### src/csm_pkg.sv
// Constants, field layouts and carrier types for the spread-spectrum clock manager
package csm_pkg;
	// Register byte offsets
	localparam logic [7:0] CTRL_OFS = 8'h00;
	localparam logic [7:0] STAT_OFS = 8'h04;
	localparam logic [7:0] DIV_OFS = 8'h08;
	localparam logic [7:0] FX_OFS = 8'h0C;
	// Control field positions
	localparam int CTRL_RUN_BIT = 0;
	localparam int CTRL_HF_BIT = 1;
	localparam int CTRL_SPREAD_LSB = 2;
	// Status field positions
	localparam int STAT_LOCK_BIT = 0;
	localparam int STAT_SPREAD_BIT = 1;
	localparam int STAT_HF_BIT = 2;
	localparam int STAT_OFFSET_LSB = 8;
	// Reset values
	localparam logic [3:0] CTRL_RST = 4'h1;
	localparam logic [7:0] DIV_RST = 8'h02;
	localparam logic [15:0] FX_RST = 16'h4000;
	// Timing
	localparam int CLK_MHZ = 10;
	localparam int LOCK_TIME_US = 10;
	localparam int LOCK_CYCLES = LOCK_TIME_US * CLK_MHZ;
	localparam logic [7:0] NOM_PERIOD = 8'h10;
	// Control register carrier
	typedef struct packed {
		logic [1:0] spread_sel;
		logic high_freq;
		logic run;
	} csm_ctrl_t;
	// Generated clock carrier
	typedef struct packed {
		logic phase0;
		logic phase90;
		logic phase180;
		logic phase270;
		logic dbl;
		logic dbl_inv;
		logic div;
		logic fx;
		logic fx_inv;
	} csm_clk_t;
	// Lock sequencer states
	typedef enum logic [2:0] {
		ST_HOLD = 3'b001,
		ST_ACQ = 3'b010,
		ST_LOCK = 3'b100
	} csm_state_t;
endpackage

### src/csm_clock_manager.sv
// Spread-spectrum clock manager with Wishbone control registers
`timescale 1ns/1ps
// Notes on behaviour
// - Spreading modulates the period of the four phase outputs directly.
// - Modulation starts right after lock rises, never before lock.
// - Spread enable pin may toggle anytime, switching spreading without reconfiguration.
// - Four settings walk the period within plus or minus one to four taps.
// - Low or high frequency mode selected by software.
// - High frequency mode silences doubled outputs and the 90/270 phases.
// - Lock rises only after every enabled circuit has settled.
// - Manager reset returns lock and spreading to their initial condition.
// - Four phase outputs sit a quarter period apart.
module csm_clock_manager #(
	parameter int ADR_W = 8
) (
	// Clock, enable and reset
	input wire logic sys_clk_i,
	input wire logic ce_i,
	input wire logic rst_n_i,
	// Wishbone slave
	input wire logic wb_cyc_i,
	input wire logic wb_stb_i,
	input wire logic wb_we_i,
	input wire logic [ADR_W-1:0] wb_adr_i,
	input wire logic [3:0] wb_sel_i,
	input wire logic [31:0] wb_dat_i,
	output logic [31:0] wb_dat_o,
	output logic wb_ack_o,
	// Pins from user logic
	input wire logic spread_enable_in_i,
	input wire logic mgr_reset_i,
	// Generated clocks and status
	output logic phase0_clock_out_o,
	output logic phase90_clock_out_o,
	output logic phase180_clock_out_o,
	output logic phase270_clock_out_o,
	output logic double_rate_clock_out_o,
	output logic double_rate_inverted_clock_out_o,
	output logic divided_clock_out_o,
	output logic synthesized_clock_out_o,
	output logic synthesized_inverted_clock_out_o,
	output logic locked_o
);
	// Pin synchronisers
	logic spread_meta;
	logic spread_sync;
	logic mrst_meta;
	logic mrst_sync;
	// Bus and register state
	logic ack;
	logic next_ack;
	logic [31:0] rdata;
	logic [31:0] next_rdata;
	csm_pkg::csm_ctrl_t ctrl;
	csm_pkg::csm_ctrl_t next_ctrl;
	logic [7:0] div_ratio;
	logic [7:0] next_div_ratio;
	logic [15:0] fx_step;
	logic [15:0] next_fx_step;
	// Lock sequencer
	csm_pkg::csm_state_t state;
	csm_pkg::csm_state_t next_state;
	logic [15:0] lock_cnt;
	logic [15:0] next_lock_cnt;
	// Clock generation
	logic [7:0] cnt;
	logic [7:0] next_cnt;
	logic signed [3:0] offset;
	logic signed [3:0] next_offset;
	logic dir_up;
	logic next_dir_up;
	logic [7:0] div_cnt;
	logic [7:0] next_div_cnt;
	logic [15:0] fx_acc;
	logic [15:0] next_fx_acc;
	csm_pkg::csm_clk_t clks;
	csm_pkg::csm_clk_t next_clks;
	// Decoded terms
	logic bus_req;
	logic wr_ctrl;
	logic restart;
	logic locked;
	logic spread_active;
	logic [7:0] period;
	logic [7:0] half;
	logic [7:0] quarter;
	logic period_end;
	logic signed [3:0] taps;
	logic rd_req;
	logic wr_div;
	logic wr_fx;
	logic spread_hold;

	function automatic logic hit(input logic [ADR_W-1:0] adr, input logic [7:0] ofs);
		// Upper address bits must be zero, so aliases read as unmapped
		hit = (adr == ADR_W'(ofs));
	endfunction

	// Manager reset sync starts asserted, so lock waits for the pin to settle
	always_ff @(posedge sys_clk_i or negedge rst_n_i) begin
		if (!rst_n_i) begin
			spread_meta <= 1'b0;
			spread_sync <= 1'b0;
			mrst_meta <= 1'b1;
			mrst_sync <= 1'b1;
		end else if (ce_i) begin
			spread_meta <= spread_enable_in_i;
			spread_sync <= spread_meta;
			mrst_meta <= mgr_reset_i;
			mrst_sync <= mrst_meta;
		end
	end

	// Register bus
	assign bus_req = wb_cyc_i && wb_stb_i && !ack;
	assign wr_ctrl = bus_req && wb_we_i && wb_sel_i[0] && hit(wb_adr_i, csm_pkg::CTRL_OFS);
	assign locked = (state == csm_pkg::ST_LOCK);
	// Writes land at the taking edge; ack rises at that same edge, nothing refused
	assign rd_req = bus_req && !wb_we_i;
	assign wr_div = bus_req && wb_we_i && wb_sel_i[0] && hit(wb_adr_i, csm_pkg::DIV_OFS);
	assign wr_fx = bus_req && wb_we_i && hit(wb_adr_i, csm_pkg::FX_OFS);

	always_comb begin
		next_ack = bus_req;
		next_rdata = rdata;
		next_ctrl = ctrl;
		next_div_ratio = div_ratio;
		next_fx_step = fx_step;
		if (wr_ctrl) begin
			next_ctrl = wb_dat_i[csm_pkg::CTRL_SPREAD_LSB+1:0];
		end
		if (wr_div) begin
			next_div_ratio = (wb_dat_i[7:1] == 7'h00) ? 8'h02 : wb_dat_i[7:0];
		end
		if (wr_fx) begin
			if (wb_sel_i[0]) begin
				next_fx_step[7:0] = wb_dat_i[7:0];
			end
			if (wb_sel_i[1]) begin
				next_fx_step[15:8] = wb_dat_i[15:8];
			end
		end
		if (rd_req) begin
			next_rdata = 32'h0000_0000;
			if (hit(wb_adr_i, csm_pkg::CTRL_OFS)) begin
				next_rdata[3:0] = ctrl;
			end else if (hit(wb_adr_i, csm_pkg::STAT_OFS)) begin
				next_rdata[csm_pkg::STAT_LOCK_BIT] = locked;
				next_rdata[csm_pkg::STAT_SPREAD_BIT] = spread_active;
				next_rdata[csm_pkg::STAT_HF_BIT] = ctrl.high_freq;
				next_rdata[csm_pkg::STAT_OFFSET_LSB+3:csm_pkg::STAT_OFFSET_LSB] = offset;
			end else if (hit(wb_adr_i, csm_pkg::DIV_OFS)) begin
				next_rdata[7:0] = div_ratio;
			end else if (hit(wb_adr_i, csm_pkg::FX_OFS)) begin
				next_rdata[15:0] = fx_step;
			end
		end
	end

	always_ff @(posedge sys_clk_i or negedge rst_n_i) begin
		if (!rst_n_i) begin
			ack <= 1'b0;
			rdata <= 32'h0000_0000;
			ctrl <= csm_pkg::CTRL_RST;
			div_ratio <= csm_pkg::DIV_RST;
			fx_step <= csm_pkg::FX_RST;
		end else if (ce_i) begin
			ack <= next_ack;
			rdata <= next_rdata;
			ctrl <= next_ctrl;
			div_ratio <= next_div_ratio;
			fx_step <= next_fx_step;
		end
	end

	// Lock sequencer; a mode change relocks because ranges differ per mode
	assign restart = mrst_sync || !ctrl.run
		|| (wr_ctrl && (wb_dat_i[csm_pkg::CTRL_HF_BIT] != ctrl.high_freq));

	always_comb begin
		next_state = state;
		next_lock_cnt = lock_cnt;
		case (state)
			csm_pkg::ST_HOLD: begin
				next_lock_cnt = 16'h0000;
				next_state = csm_pkg::ST_ACQ;
			end
			csm_pkg::ST_ACQ: begin
				next_lock_cnt = lock_cnt + 16'h0001;
				if (lock_cnt == 16'(csm_pkg::LOCK_CYCLES - 1)) begin
					next_state = csm_pkg::ST_LOCK;
				end
			end
			csm_pkg::ST_LOCK: begin
				next_lock_cnt = lock_cnt;
			end
			default: begin
				next_state = csm_pkg::ST_HOLD;
			end
		endcase
		if (restart) begin
			next_state = csm_pkg::ST_HOLD;
			next_lock_cnt = 16'h0000;
		end
	end

	always_ff @(posedge sys_clk_i or negedge rst_n_i) begin
		if (!rst_n_i) begin
			state <= csm_pkg::ST_HOLD;
			lock_cnt <= 16'h0000;
		end else if (ce_i) begin
			state <= next_state;
			lock_cnt <= next_lock_cnt;
		end
	end

	// Clock generation; one tap equals one system clock cycle
	assign spread_active = locked && spread_sync;
	// Manager reset also stops the sweep in the cycle before lock drops
	assign spread_hold = !spread_active || mrst_sync;
	// A setting change mid-sweep settles back into the new range within a sweep
	assign taps = $signed({2'b00, ctrl.spread_sel}) + 4'sd1;
	assign period = csm_pkg::NOM_PERIOD + {{4{offset[3]}}, offset};
	assign half = {1'b0, period[7:1]};
	assign quarter = {2'b00, period[7:2]};
	assign period_end = (cnt >= period - 8'h01);

	always_comb begin
		next_cnt = period_end ? 8'h00 : cnt + 8'h01;
		next_offset = offset;
		next_dir_up = dir_up;
		next_div_cnt = div_cnt;
		next_fx_acc = fx_acc + fx_step;
		next_clks = '0;
		// Offset only moves at a period boundary so no short pulse appears
		if (period_end) begin
			next_div_cnt = (div_cnt >= div_ratio - 8'h01) ? 8'h00 : div_cnt + 8'h01;
			if (spread_hold) begin
				next_offset = 4'sd0;
				next_dir_up = 1'b1;
			end else if (dir_up) begin
				if (offset < taps) begin
					next_offset = offset + 4'sd1;
				end else begin
					next_offset = offset - 4'sd1;
					next_dir_up = 1'b0;
				end
			end else begin
				if (offset > -taps) begin
					next_offset = offset - 4'sd1;
				end else begin
					next_offset = offset + 4'sd1;
					next_dir_up = 1'b1;
				end
			end
		end
		if (ctrl.run) begin
			next_clks.phase0 = (cnt < half);
			next_clks.phase180 = !(cnt < half);
			next_clks.div = (div_cnt < {1'b0, div_ratio[7:1]});
			next_clks.fx = fx_acc[15];
			next_clks.fx_inv = !fx_acc[15];
			if (!ctrl.high_freq) begin
				next_clks.phase90 = (cnt >= quarter) && (cnt < quarter + half);
				next_clks.phase270 = !((cnt >= quarter) && (cnt < quarter + half));
				next_clks.dbl = (cnt < quarter) || ((cnt >= half) && (cnt < half + quarter));
				next_clks.dbl_inv = !next_clks.dbl;
			end
		end
	end

	always_ff @(posedge sys_clk_i or negedge rst_n_i) begin
		if (!rst_n_i) begin
			cnt <= 8'h00;
			offset <= 4'sd0;
			dir_up <= 1'b1;
			div_cnt <= 8'h00;
			fx_acc <= 16'h0000;
			clks <= '0;
		end else if (ce_i) begin
			cnt <= next_cnt;
			offset <= next_offset;
			dir_up <= next_dir_up;
			div_cnt <= next_div_cnt;
			fx_acc <= next_fx_acc;
			clks <= next_clks;
		end
	end

	assign wb_ack_o = ack;
	assign wb_dat_o = rdata;
	assign locked_o = locked;
	assign phase0_clock_out_o = clks.phase0;
	assign phase90_clock_out_o = clks.phase90;
	assign phase180_clock_out_o = clks.phase180;
	assign phase270_clock_out_o = clks.phase270;
	assign double_rate_clock_out_o = clks.dbl;
	assign double_rate_inverted_clock_out_o = clks.dbl_inv;
	assign divided_clock_out_o = clks.div;
	assign synthesized_clock_out_o = clks.fx;
	assign synthesized_inverted_clock_out_o = clks.fx_inv;
endmodule // csm_clock_manager

### config.mk
export PLATFORM = sky130hd
export DESIGN_NAME = csm_clock_manager
export DESIGN_NICKNAME = d
export VERILOG_FILES = /design/src/csm_pkg.sv /design/src/csm_clock_manager.sv
export SDC_FILE = /design/constraint.sdc
export NUM_CORES = 1
export LEC_CHECK = 0
export BUFFER_PORTS_ARGS = -buffer_cell sky130_fd_sc_hd__buf_4
export CAP_MARGIN = 10
export CORE_MARGIN = 1
export CORE_UTILIZATION = 63
export DETAILED_ROUTE_END_ITERATION = 10
export PLACE_DENSITY = 0.83
export SYNTH_ARGS = -nofsm -noshare
export SYNTH_HDL_FRONTEND = slang
export SYNTH_SLANG_ARGS = --single-unit
### constraint.sdc
create_clock -name sys_clk_i -period 4.6 [get_ports sys_clk_i]
set_input_delay 0.69 -clock sys_clk_i [delete_from_list [all_inputs] [get_ports sys_clk_i]]
set_output_delay 0.69 -clock sys_clk_i [all_outputs]
set_load 0.1 [all_outputs]
==> results_dict.tcl, run 1 <==
set metrics [dict create \
    yosys_warnings 0 \
    place_congestion 0.904 \
    drc_errors 0 \
    drt.antenna.violating_nets 0 \
    via_per_inst 6.27 \
    synth_top_area_cell "dfrtp_1" \
    h-tree-depth 4 \
    synthArstFlopShare_pct 100 \
    cp.arrival_ns 3.59 \
    port-buffer-count 60 \
    run_status "finished, final reports clean" \
    reg2reg_depth 13 \
    layout_common_cells "dfrtp_1 (107), nand2_1 (69), ha_1 (65), buf_4 (65), o21ai_0 (53)" \
    post-cts-setup-buffer-count 0 \
    start_kind "register" \
    critPathCaptureType "register" \
    synth_flop_cell "dfrtp_1" \
    antenna_cells 0 \
    dp_worst_setup_slack_ns 1.36 \
    crit_fanout 13 \
    worst_pin_slew_ns 1.05 \
    initial_core_util_pct 65.9 \
    place_hpwl_mm 12.5 \
    ctsHoldBuffers 0 \
    rsz0062_at_grt "no" \
    grt_pass1_vias 5953 \
    clk_pin_slew_ns 0.06 \
    cts_max_path_buffers 2 \
    period_minus_slack_ns 3.29 \
    worstPathRequired_ns 4.90 \
    synthTopCellsByArea "dfrtp_1 (37%), ha_1 (11%), mux2_2 (5.9%)" \
    final_common_cell "dfrtp_1" \
    fmax_ghz 0.304 \
    cts_resized 0 \
    core_mm2 0.0111 \
    num_vias 6012 \
    ir_drop_uv 443 \
    synth_edf_count 0 \
    num-fill-cells 737 \
    cts_root_buffer "clkbuf_16" \
    multi_input_area_mm2 0.00413 \
    finalPower_mw 3.62 \
    row_count 38 \
    syn_area_mm2 0.00730 \
    r2r_end "div_cnt[6]$_DFFE_PN0P_" \
    clock-sinks 114 \
    synth_top_area_share_pct 36.7 \
    max_cap_violations 0 \
    die_x_um 110 \
    nNetsFinal 925 \
    slew_violations 0 \
    placedInstanceArea_mm2 0.00781 \
    grt_overflow 0 \
    fin_crit_sh_pct 71.5 \
    leakagePower_nw 3.98 \
    rrSetupSlack_ns 1.31 \
    holdWs_ns 0.135 \
    power.density_mw_per_mm2 430 \
    layout_setup_ws_ns 1.31 \
    seqCellArea_mm2 0.00286 \
    drt_iter0_markers 484 \
    clk_latency_ns 0.42 \
    fin_skew_ns 0.00733 \
    setup_violations 0 \
    die-area_mm2 0.0120 \
    drtPass1Iterations 5 \
    drive_gt1_share_pct 19.0 \
    wl_per_cell_um 18.6 \
    ys_seq_elements 114 \
    area_delta_synth_final_pct 15.2 \
    ys_seq_area_share_pct 39.2 \
    routed_wirelength_mm 17.8 \
    die_h_um 110 \
    syn_avg_cell_area_um2 9.80 \
    synth.distinct_cells 65 \
    cts_made_buffers 17 \
    stdcell_area_mm2 0.00841 \
    setup_tns_ns 0 \
    r2r-start "offset[3]$_DFFE_PN0P_" \
    max-slew-margin-rel_pct 29.4 \
    hp-class "input port to asynchronous set/reset pin" \
    antenna_found_initial 0 \
    cts_tree "yes" \
    io_pins 95 \
    grt_start_max_net_pins 55 \
    hold_viol_final 0 \
    syn_inst 745 \
    path_class "register to register" \
    grt_usage_pct 31.9 \
    grt_pass1_wl_mm 28.9 \
]
cells in the mapped netlist, types with 10 or more instances:
master / number
xnor2_1: 22
a21o_1: 12
nand3_1: 15
ha_1: 65
buf_4: 16
xor2_1: 10
nand2_1: 69
o21ai_0: 53
mux2_2: 38
nor2b_1: 12
a21oi_1: 26
dfrtp_1: 107
mux2i_1: 13
nor2_1: 46
nand4_1: 12
inv_1: 42
clkbuf_1: 13
nor3_1: 16
nor4_1: 13
a22o_1: 14
through the flow:
step,util (%),instances
global placement,70.5,927
detailed placement,70.5,927
global route,75.9,959
floorplan,-,760
CTS,75.9,959
finish,75.9,959
where the power goes:
part	internal [mW]	switching [mW]
sequential	1.11	0.137
combinational	0.439	0.605
clock	0.864	0.466
cell families after synthesis:
group / Yosys count / share of synthesized area [%]
and+or+nand+nor: 229 / 16.4
AOI/OAI and AO/OA: 167 / 15.1
DFF: 114 / 39.2
buffers and inverters: 80 / 5.01
adders and majority gates: 67 / 11.7
muxes: 55 / 8.72
xor gates and xnor gates: 32 / 3.84
other: 1 / 0.0514
worst max-delay path by stage:
| stage | startpoint | endpoint | slack [ns] | cells after the start |
|---|---|---|---|---|
| final | offset[3]$_DFFE_PN0P_ | div_cnt[6]$_DFFE_PN0P_ | 1.31 | 13 |
| after global placement | offset[3]$_DFFE_PN0P_ | div_cnt[6]$_DFFE_PN0P_ | 1.46 | 13 |
| after CTS | offset[3]$_DFFE_PN0P_ | div_cnt[6]$_DFFE_PN0P_ | 1.32 | 13 |
| after detailed placement | offset[3]$_DFFE_PN0P_ | div_cnt[6]$_DFFE_PN0P_ | 1.36 | 13 |
| after global routing | offset[3]$_DFFE_PN0P_ | div_cnt[6]$_DFFE_PN0P_ | 1.09 | 13 |
| after floorplan | state[2]$_DFFE_PN0P_ | offset[2]$_DFFE_PN0P_ | 0.72 | 7 |
worst max-delay path, cell delays in order, from the launching register on:
cell	delay (ns)
dfrtp_1	0.54
inv_1	0.28
ha_1	0.26
inv_1	0.04
o21ai_0	0.10
or2_2	0.30
ha_1	0.29
and4bb_2	0.27
nand2_1	0.07
or3_1	0.33
a21oi_1	0.13
buf_4	0.22
o21ai_0	0.11
a32o_1	0.24
layer usage:
metal	wire [um]	track usage (%)	up-vias
met5	0	0	-
met4	600	16.5	0
met3	1050	6.76	48
met2	8810	53.1	201
met1	7330	39.0	2974
li1	-	-	2789
sequential cells by signal, indices dropped and copies added (netlist names), 3 cells and up:
| signal | flops |
|---|---|
| offset | 4 |
| lock_cnt | 16 |
| fx_step | 16 |
| div_cnt | 8 |
| ctrl | 4 |
| wb_dat_o | 16 |
| fx_acc | 16 |
| state | 3 |
| div_ratio | 8 |
| cnt | 8 |
area by class of cell:
cell class	instances	area share (%)
Sequential cell	114	34.0
Multi-Input combinational cell	566	49.1
Clock inverter	9	1.22
Tap cell	140	2.08
Timing Repair Buffer	65	5.80
Clock buffer	23	5.92
Inverter	42	1.87
(Power assumes the default switching activity.)
==> run 2: changes to the inputs <==
- ABC_AREA: default -> 1
- CORE_UTILIZATION: 63 -> 60
- PLACE_DENSITY: 0.83 -> 0.79
- clock period: 4.6 -> 3.2 ns (I/O delays scaled with it)
==> run 2 against run 1 <==
  * Sequential share of layout area shrank 3.0 points
  * Core utilization shrank 3.7 points
  * Critical path depth grew 2
  * Synthesized cell count grew 50%
  * Fmax grew 17%
  * Die area grew 14%
  * Clock skew grew 0.0017 ns
  * Global-route usage shrank 2.2 points
  * Critical endpoint is now phase270_clock_out_o$_DFFE_PN0P_
  * Highest routed layer unchanged
==> results_dict.tcl, run 2 <==
set metrics [dict create \
    p_sw_mw 1.40 \
    worst_pin_slew_ns 0.615 \
    place_hpwl_mm 13.6 \
    num_vias 7344 \
    cts_tree "yes" \
    ys_seq_area_share_pct 35.9 \
    cts_made_buffers 17 \
    max_cap_violations 0 \
    setup_tns_ns 0 \
    slew_violations 0 \
    path_class "register to register" \
    routed_wirelength_mm 19.4 \
    grt_overflow 0 \
    yosysMostFrequentCell "nand2_1" \
    rsz0062_at_grt "no" \
    synth_edf_count 0 \
    clk_latency_ns 0.42 \
    drt_iter0_markers 523 \
    synth_common_cells "nand2_1 (365), inv_1 (140), dfrtp_1 (107)" \
    grt_usage_pct 29.7 \
    power.share.switching_pct 29.6 \
    slowest_stage "dfrtp_1" \
    clk_pin_slew_ns 0.06 \
    cts_root_buffer "clkbuf_16" \
    drive_gt1_share_pct 11.6 \
    p_clk_share_pct 46.9 \
    die-area_mm2 0.0138 \
    antenna_found_initial 0 \
    final_common_cell "nand2_1" \
    p_seq_share_pct 34.3 \
    drt.antenna.violating_nets 0 \
    wl_per_cell_um 14.2 \
    layout_common_cells "nand2_1 (365), inv_1 (140), dfrtp_1 (107)" \
    critical-path-max-stage-delay_ns 0.46 \
    cp.arrival_ns 3.11 \
    port-buffer-count 60 \
    power.density_mw_per_mm2 515 \
    syn_inst 1114 \
    nNetsFinal 1298 \
    synth_top_area_share_pct 33.6 \
    post-cts-setup-buffer-count 0 \
    grt_start_max_net_pins 70 \
    io_pins 95 \
    p_comb_share_pct 18.8 \
    drc_errors 0 \
    h-tree-depth 4 \
    leakagePower_nw 4.88 \
    hp-class "input port to asynchronous set/reset pin" \
    die_h_um 117 \
    die_x_um 117 \
    syn_area_mm2 0.00798 \
    synth.distinct_cells 41 \
    start_kind "register" \
    ys_seq_elements 114 \
    cts_resized 0 \
    place_congestion 0.904 \
    synth_top_area_cell "dfrtp_1" \
    fin_crit_sh_pct 87.9 \
    synthTopCellsByArea "dfrtp_1 (34%), nand2_1 (17%), ha_1 (10%)" \
    ctsHoldBuffers 0 \
    hold_viol_final 0 \
    via_per_inst 5.38 \
    grt_pass1_vias 6967 \
    area_delta_synth_final_pct 15.6 \
    setup_violations 0 \
    power.internal_mw 3.35 \
    fin_skew_ns 0.00901 \
    crit_fanout 7 \
    clock-sinks 114 \
    antenna_cells 0 \
    synthArstFlopShare_pct 100 \
    initial_core_util_pct 62.5 \
    critPathCaptureType "register" \
    grt_pass1_wl_mm 32.9 \
    cts_max_path_buffers 2 \
    crit_chain "clkinv_1 -> buf_4 -> fa_1 -> inv_1 -> ha_1 -> inv_1 -> ha_1 -> nand2_1 -> inv_1 -> nand2_1 -> nand2_1 -> a21boi_0 -> nand2_1 -> nand2_1 -> nand2_1" \
    max-slew-margin-rel_pct 59.0 \
    fmax_ghz 0.355 \
    cpMostUsedCell "nand2_1" \
    row_count 41 \
    drtPass1Iterations 6 \
    core_mm2 0.0128 \
    run_status "finished, final reports clean" \
    synth_flop_cell "dfrtp_1" \
    syn_avg_cell_area_um2 7.16 \
    utilization_pct 72.2 \
    yosys_warnings 0 \
    worstPathRequired_ns 3.50 \
    period_minus_slack_ns 2.81 \
    ir_drop_uv 396 \
]
## run 2: cell families after synthesis
| family | after synthesis | synth area share (%) |
|---|---|---|
| simple gates | 607 | 32.4 |
| buf+inv | 181 | 9.72 |
| compound gates | 120 | 8.66 |
| other cells | 1 | 0.0470 |
| flops | 114 | 35.9 |
| fa+ha+maj | 67 | 10.7 |
| xor+xnor | 24 | 2.63 |
## run 2: worst max-delay path, delay by kind of cell, from the launching register on
family                     cells  cell delay, ns
adders and majority gates      3            0.86
buffers and inverters          5            0.71
DFF                            1            0.46
and+or+nand+nor                6            0.44
AOI/OAI and AO/OA              1            0.23
## run 2: final timing paths
kind | start | endpoint | slack, ns | cells past startpoint
worst min register to register | mrst_meta$_DFFE_PN1P_ | mrst_meta$_DFFE_PN1P_ | 0.47 | 2
worst max register to register | offset[3]$_DFFE_PN0P_ | phase270_clock_out_o$_DFFE_PN0P_ | 0.39 | 15
worst max-delay path | offset[3]$_DFFE_PN0P_ | phase270_clock_out_o$_DFFE_PN0P_ | 0.39 | 15
min in group sys_clk_i | mgr_reset_i | mrst_meta$_DFFE_PN1P_ | 0.27 | 3
worst min-delay path | rst_n_i | cnt[2]$_DFFE_PN0P_ | 0.08 | 1
max in group asynchronous | rst_n_i | fx_step[14]$_DFFE_PN1P_ | 2.28 | 2
## run 2: metrics by stage
stage / hold WS (ns) / std cells / setup slack (ns) / total power, mW / area (um^2)
finish: 0.0825 / 1364 / 0.386 / 4.75 / 9220
detailed placement: 0.462 / 1332 / 0.506 / 2.52 / 8540
CTS: 0.0999 / 1364 / 0.394 / 4.75 / 9220
global route: 0.138 / 1364 / 0.0577 / 4.95 / 9220
global placement: 0.452 / 1332 / 0.566 / 2.50 / 8540
floorplan: 0.184 / 1129 / 0.701 / 2.30 / 8030
## run 2: final cells by class
type | count | area (um^2)
Timing Repair Buffer | 68 | 523
Sequential cell | 114 | 2860
Clock buffer | 22 | 484
Inverter | 144 | 541
Tap cell | 172 | 215
Clock inverter | 10 | 203
Fill cell | 1054 | 3550
Multi-Input combinational cell | 834 | 4400
## run 2: metal layers
metal	up-vias	GRT usage (%)	routed length (um)
met1	3399	37.7	8510
met3	35	5.45	1030
met4	0	10.1	333
met5	-	0	0
met2	242	50.6	9510
li1	3668	-	-
## run 2: power by group through the flow
stage	clock (mW)	combinational, mW	sequential [mW]
6_report	2.23	0.891	1.63
5_1_grt	2.31	1.01	1.64
4_1_cts	2.23	0.888	1.63
3_5_place_dp	0	0.868	1.65
3_3_place_gp	0	0.853	1.65
2_1_floorplan	0	0.621	1.68
==> run 3: changes to the inputs <==
- BUFFER_PORTS_ARGS: -buffer_cell sky130_fd_sc_hd__buf_4 -> -buffer_cell sky130_fd_sc_hd__buf_2
==> run 3 against run 2 <==
  * Clock power shrank 12%
  * Worst hold slack lost 0.057 ns
  * Critical endpoint is now div_cnt[7]$_DFFE_PN0P_
  * Fmax grew 4.1%
  * Critical path depth grew 2
  * Highest routed layer unchanged
  * Clock-buffer cell count shrank 3
  * Die area is the same
  * Combinational power shrank 3.1%
==> results_dict.tcl, run 3 (synthesis gave the netlist of run 2 again) <==
set metrics [dict create \
    run_status "finished, final reports clean" \
    area_delta_synth_final_pct 13.1 \
    port-buffer-count 60 \
    hold_viol_final 0 \
    core_mm2 0.0128 \
    path_class "register to register" \
    r2r-start "offset[1]$_DFFE_PN0P_" \
    io_pins 95 \
    worst_pin_slew_ns 0.627 \
    crit_buf_inv 4 \
    stdcell_count 1367 \
    fin_crit_sh_pct 84.5 \
    p_comb_share_pct 19.4 \
    cp.depth 17 \
    cts_max_path_buffers 2 \
    power.share.switching_pct 31.5 \
    drtPass1Iterations 5 \
    drive_gt1_share_pct 11.9 \
    row_count 41 \
    hp-class "input port to asynchronous set/reset pin" \
    grt_pass1_wl_mm 32.2 \
    cts_resized 0 \
    nNetsFinal 1301 \
    wl_per_cell_um 13.8 \
    p_sw_mw 1.40 \
    die_x_um 117 \
    post-cts-setup-buffer-count 0 \
    clock-sinks 114 \
    cpMostUsedCell "nand2_1" \
    critical-path-max-stage-delay_ns 0.49 \
    place_congestion 0.878 \
    period_minus_slack_ns 2.70 \
    p_seq_share_pct 36.6 \
    setup_tns_ns 0 \
    layout_setup_ws_ns 0.496 \
    rrSetupSlack_ns 0.50 \
    dp_worst_setup_slack_ns 0.564 \
    cp.arrival_ns 3.01 \
    worstPathRequired_ns 3.51 \
    start_kind "register" \
    place_hpwl_mm 13.8 \
    p_clk_share_pct 44.1 \
    clk_latency_ns 0.43 \
    h-tree-depth 4 \
    via_per_inst 5.29 \
    initial_core_util_pct 62.5 \
    rsz0062_at_grt "no" \
    max_cap_violations 0 \
    die-area_mm2 0.0138 \
    clk_pin_slew_ns 0.06 \
    max-slew-margin-rel_pct 57.8 \
    leakagePower_nw 4.82 \
    cts_tree "yes" \
    routed_wirelength_mm 18.9 \
    ir_drop_uv 462 \
    cts_made_buffers 17 \
    fin_skew_ns 0.0141 \
    power.density_mw_per_mm2 494 \
    dp.cells 1335 \
    slowest_stage "dfrtp_1" \
    ctsHoldBuffers 0 \
    num_vias 7237 \
    r2r_end "div_cnt[7]$_DFFE_PN0P_" \
    drt.antenna.violating_nets 0 \
    antenna_cells 0 \
    fmax_ghz 0.370 \
    critPathCaptureType "register" \
    grt_pass1_vias 6815 \
    power.internal_mw 3.05 \
    grt_usage_pct 29.1 \
    antenna_found_initial 0 \
    die_h_um 117 \
    cts_root_buffer "clkbuf_16" \
    grt_overflow 0 \
    grt_start_max_net_pins 48 \
    layout_common_cells "nand2_1 (365), inv_1 (140), dfrtp_1 (107)" \
    drt_iter0_markers 517 \
    crit_fanout 9 \
    crit_family "simple AND/OR/NAND/NOR gates" \
    final_common_cell "nand2_1" \
    slew_violations 0 \
    setup_violations 0 \
    crit_chain "inv_1 -> ha_1 -> nand2_1 -> nand2_1 -> xor2_1 -> inv_1 -> ha_1 -> nand2_1 -> inv_1 -> nand2_1 -> nand2_1 -> nand2_1 -> nand3_1 -> nand2_1 -> inv_1 -> nand2_1 -> nand2_1" \
    drc_errors 0 \
    reg2reg_depth 17 \
]
[run 3: worst max path at each step]
stage	start	endpoint	slack, ns
floorplan	offset[2]$_DFFE_PN0P_	div_cnt[0]$_DFFE_PN0P_	0.70
global placement	offset[2]$_DFFE_PN0P_	div_cnt[7]$_DFFE_PN0P_	0.62
detailed placement	offset[2]$_DFFE_PN0P_	div_cnt[7]$_DFFE_PN0P_	0.56
CTS	offset[2]$_DFFE_PN0P_	div_cnt[7]$_DFFE_PN0P_	0.50
global route	offset[1]$_DFFE_PN0P_	div_cnt[6]$_DFFE_PN0P_	0.12
finish	offset[1]$_DFFE_PN0P_	div_cnt[7]$_DFFE_PN0P_	0.50
[run 3: area by class of cell]
type / count / area, um^2
repair buffers: 71 / 398
clock buffers: 19 / 453
multi-input cells: 834 / 4400
well taps: 172 / 215
fillers: 1048 / 3750
flip-flops and latches: 114 / 2860
inverters: 144 / 541
clock inverters: 13 / 160
[run 3: stage by stage]
step           hold WS (ns)  utilization, %  instance area, um^2  total power, mW
2_1_floorplan         0.184               -                 8030             2.30
3_3_place_gp          0.458            65.9                 8410             2.49
3_5_place_dp          0.457            65.9                 8410             2.51
4_1_cts              0.0344            70.7                 9020             4.47
5_1_grt              0.0631            70.7                 9020             4.67
6_report             0.0255            70.7                 9020             4.46
[run 3: worst register-to-register path, cell delays in order, from the launching register on]
cell and delay (ns):
dfrtp_1 0.49, inv_1 0.16, ha_1 0.24, nand2_1 0.07
nand2_1 0.07, xor2_1 0.17, inv_1 0.07, ha_1 0.30
nand2_1 0.09, inv_1 0.04, nand2_1 0.05, nand2_1 0.05
nand2_1 0.05, nand3_1 0.08, nand2_1 0.26, inv_1 0.23
nand2_1 0.12, nand2_1 0.05
[run 3: layer usage]
metal	wire length [um]	up-vias	global-route usage [%]
met5	0	-	0
met4	359	0	9.90
met3	962	28	5.35
met2	8960	199	48.0
met1	8640	3339	38.2
li1	-	3671	-
[run 3: power groups by stage]
stage | registers, mW | logic (mW) | clock network [mW]
global route | 1.64 | 0.984 | 2.05
global placement | 1.65 | 0.836 | 0
floorplan | 1.68 | 0.621 | 0
detailed placement | 1.65 | 0.857 | 0
finish | 1.63 | 0.863 | 1.96
CTS | 1.63 | 0.864 | 1.98
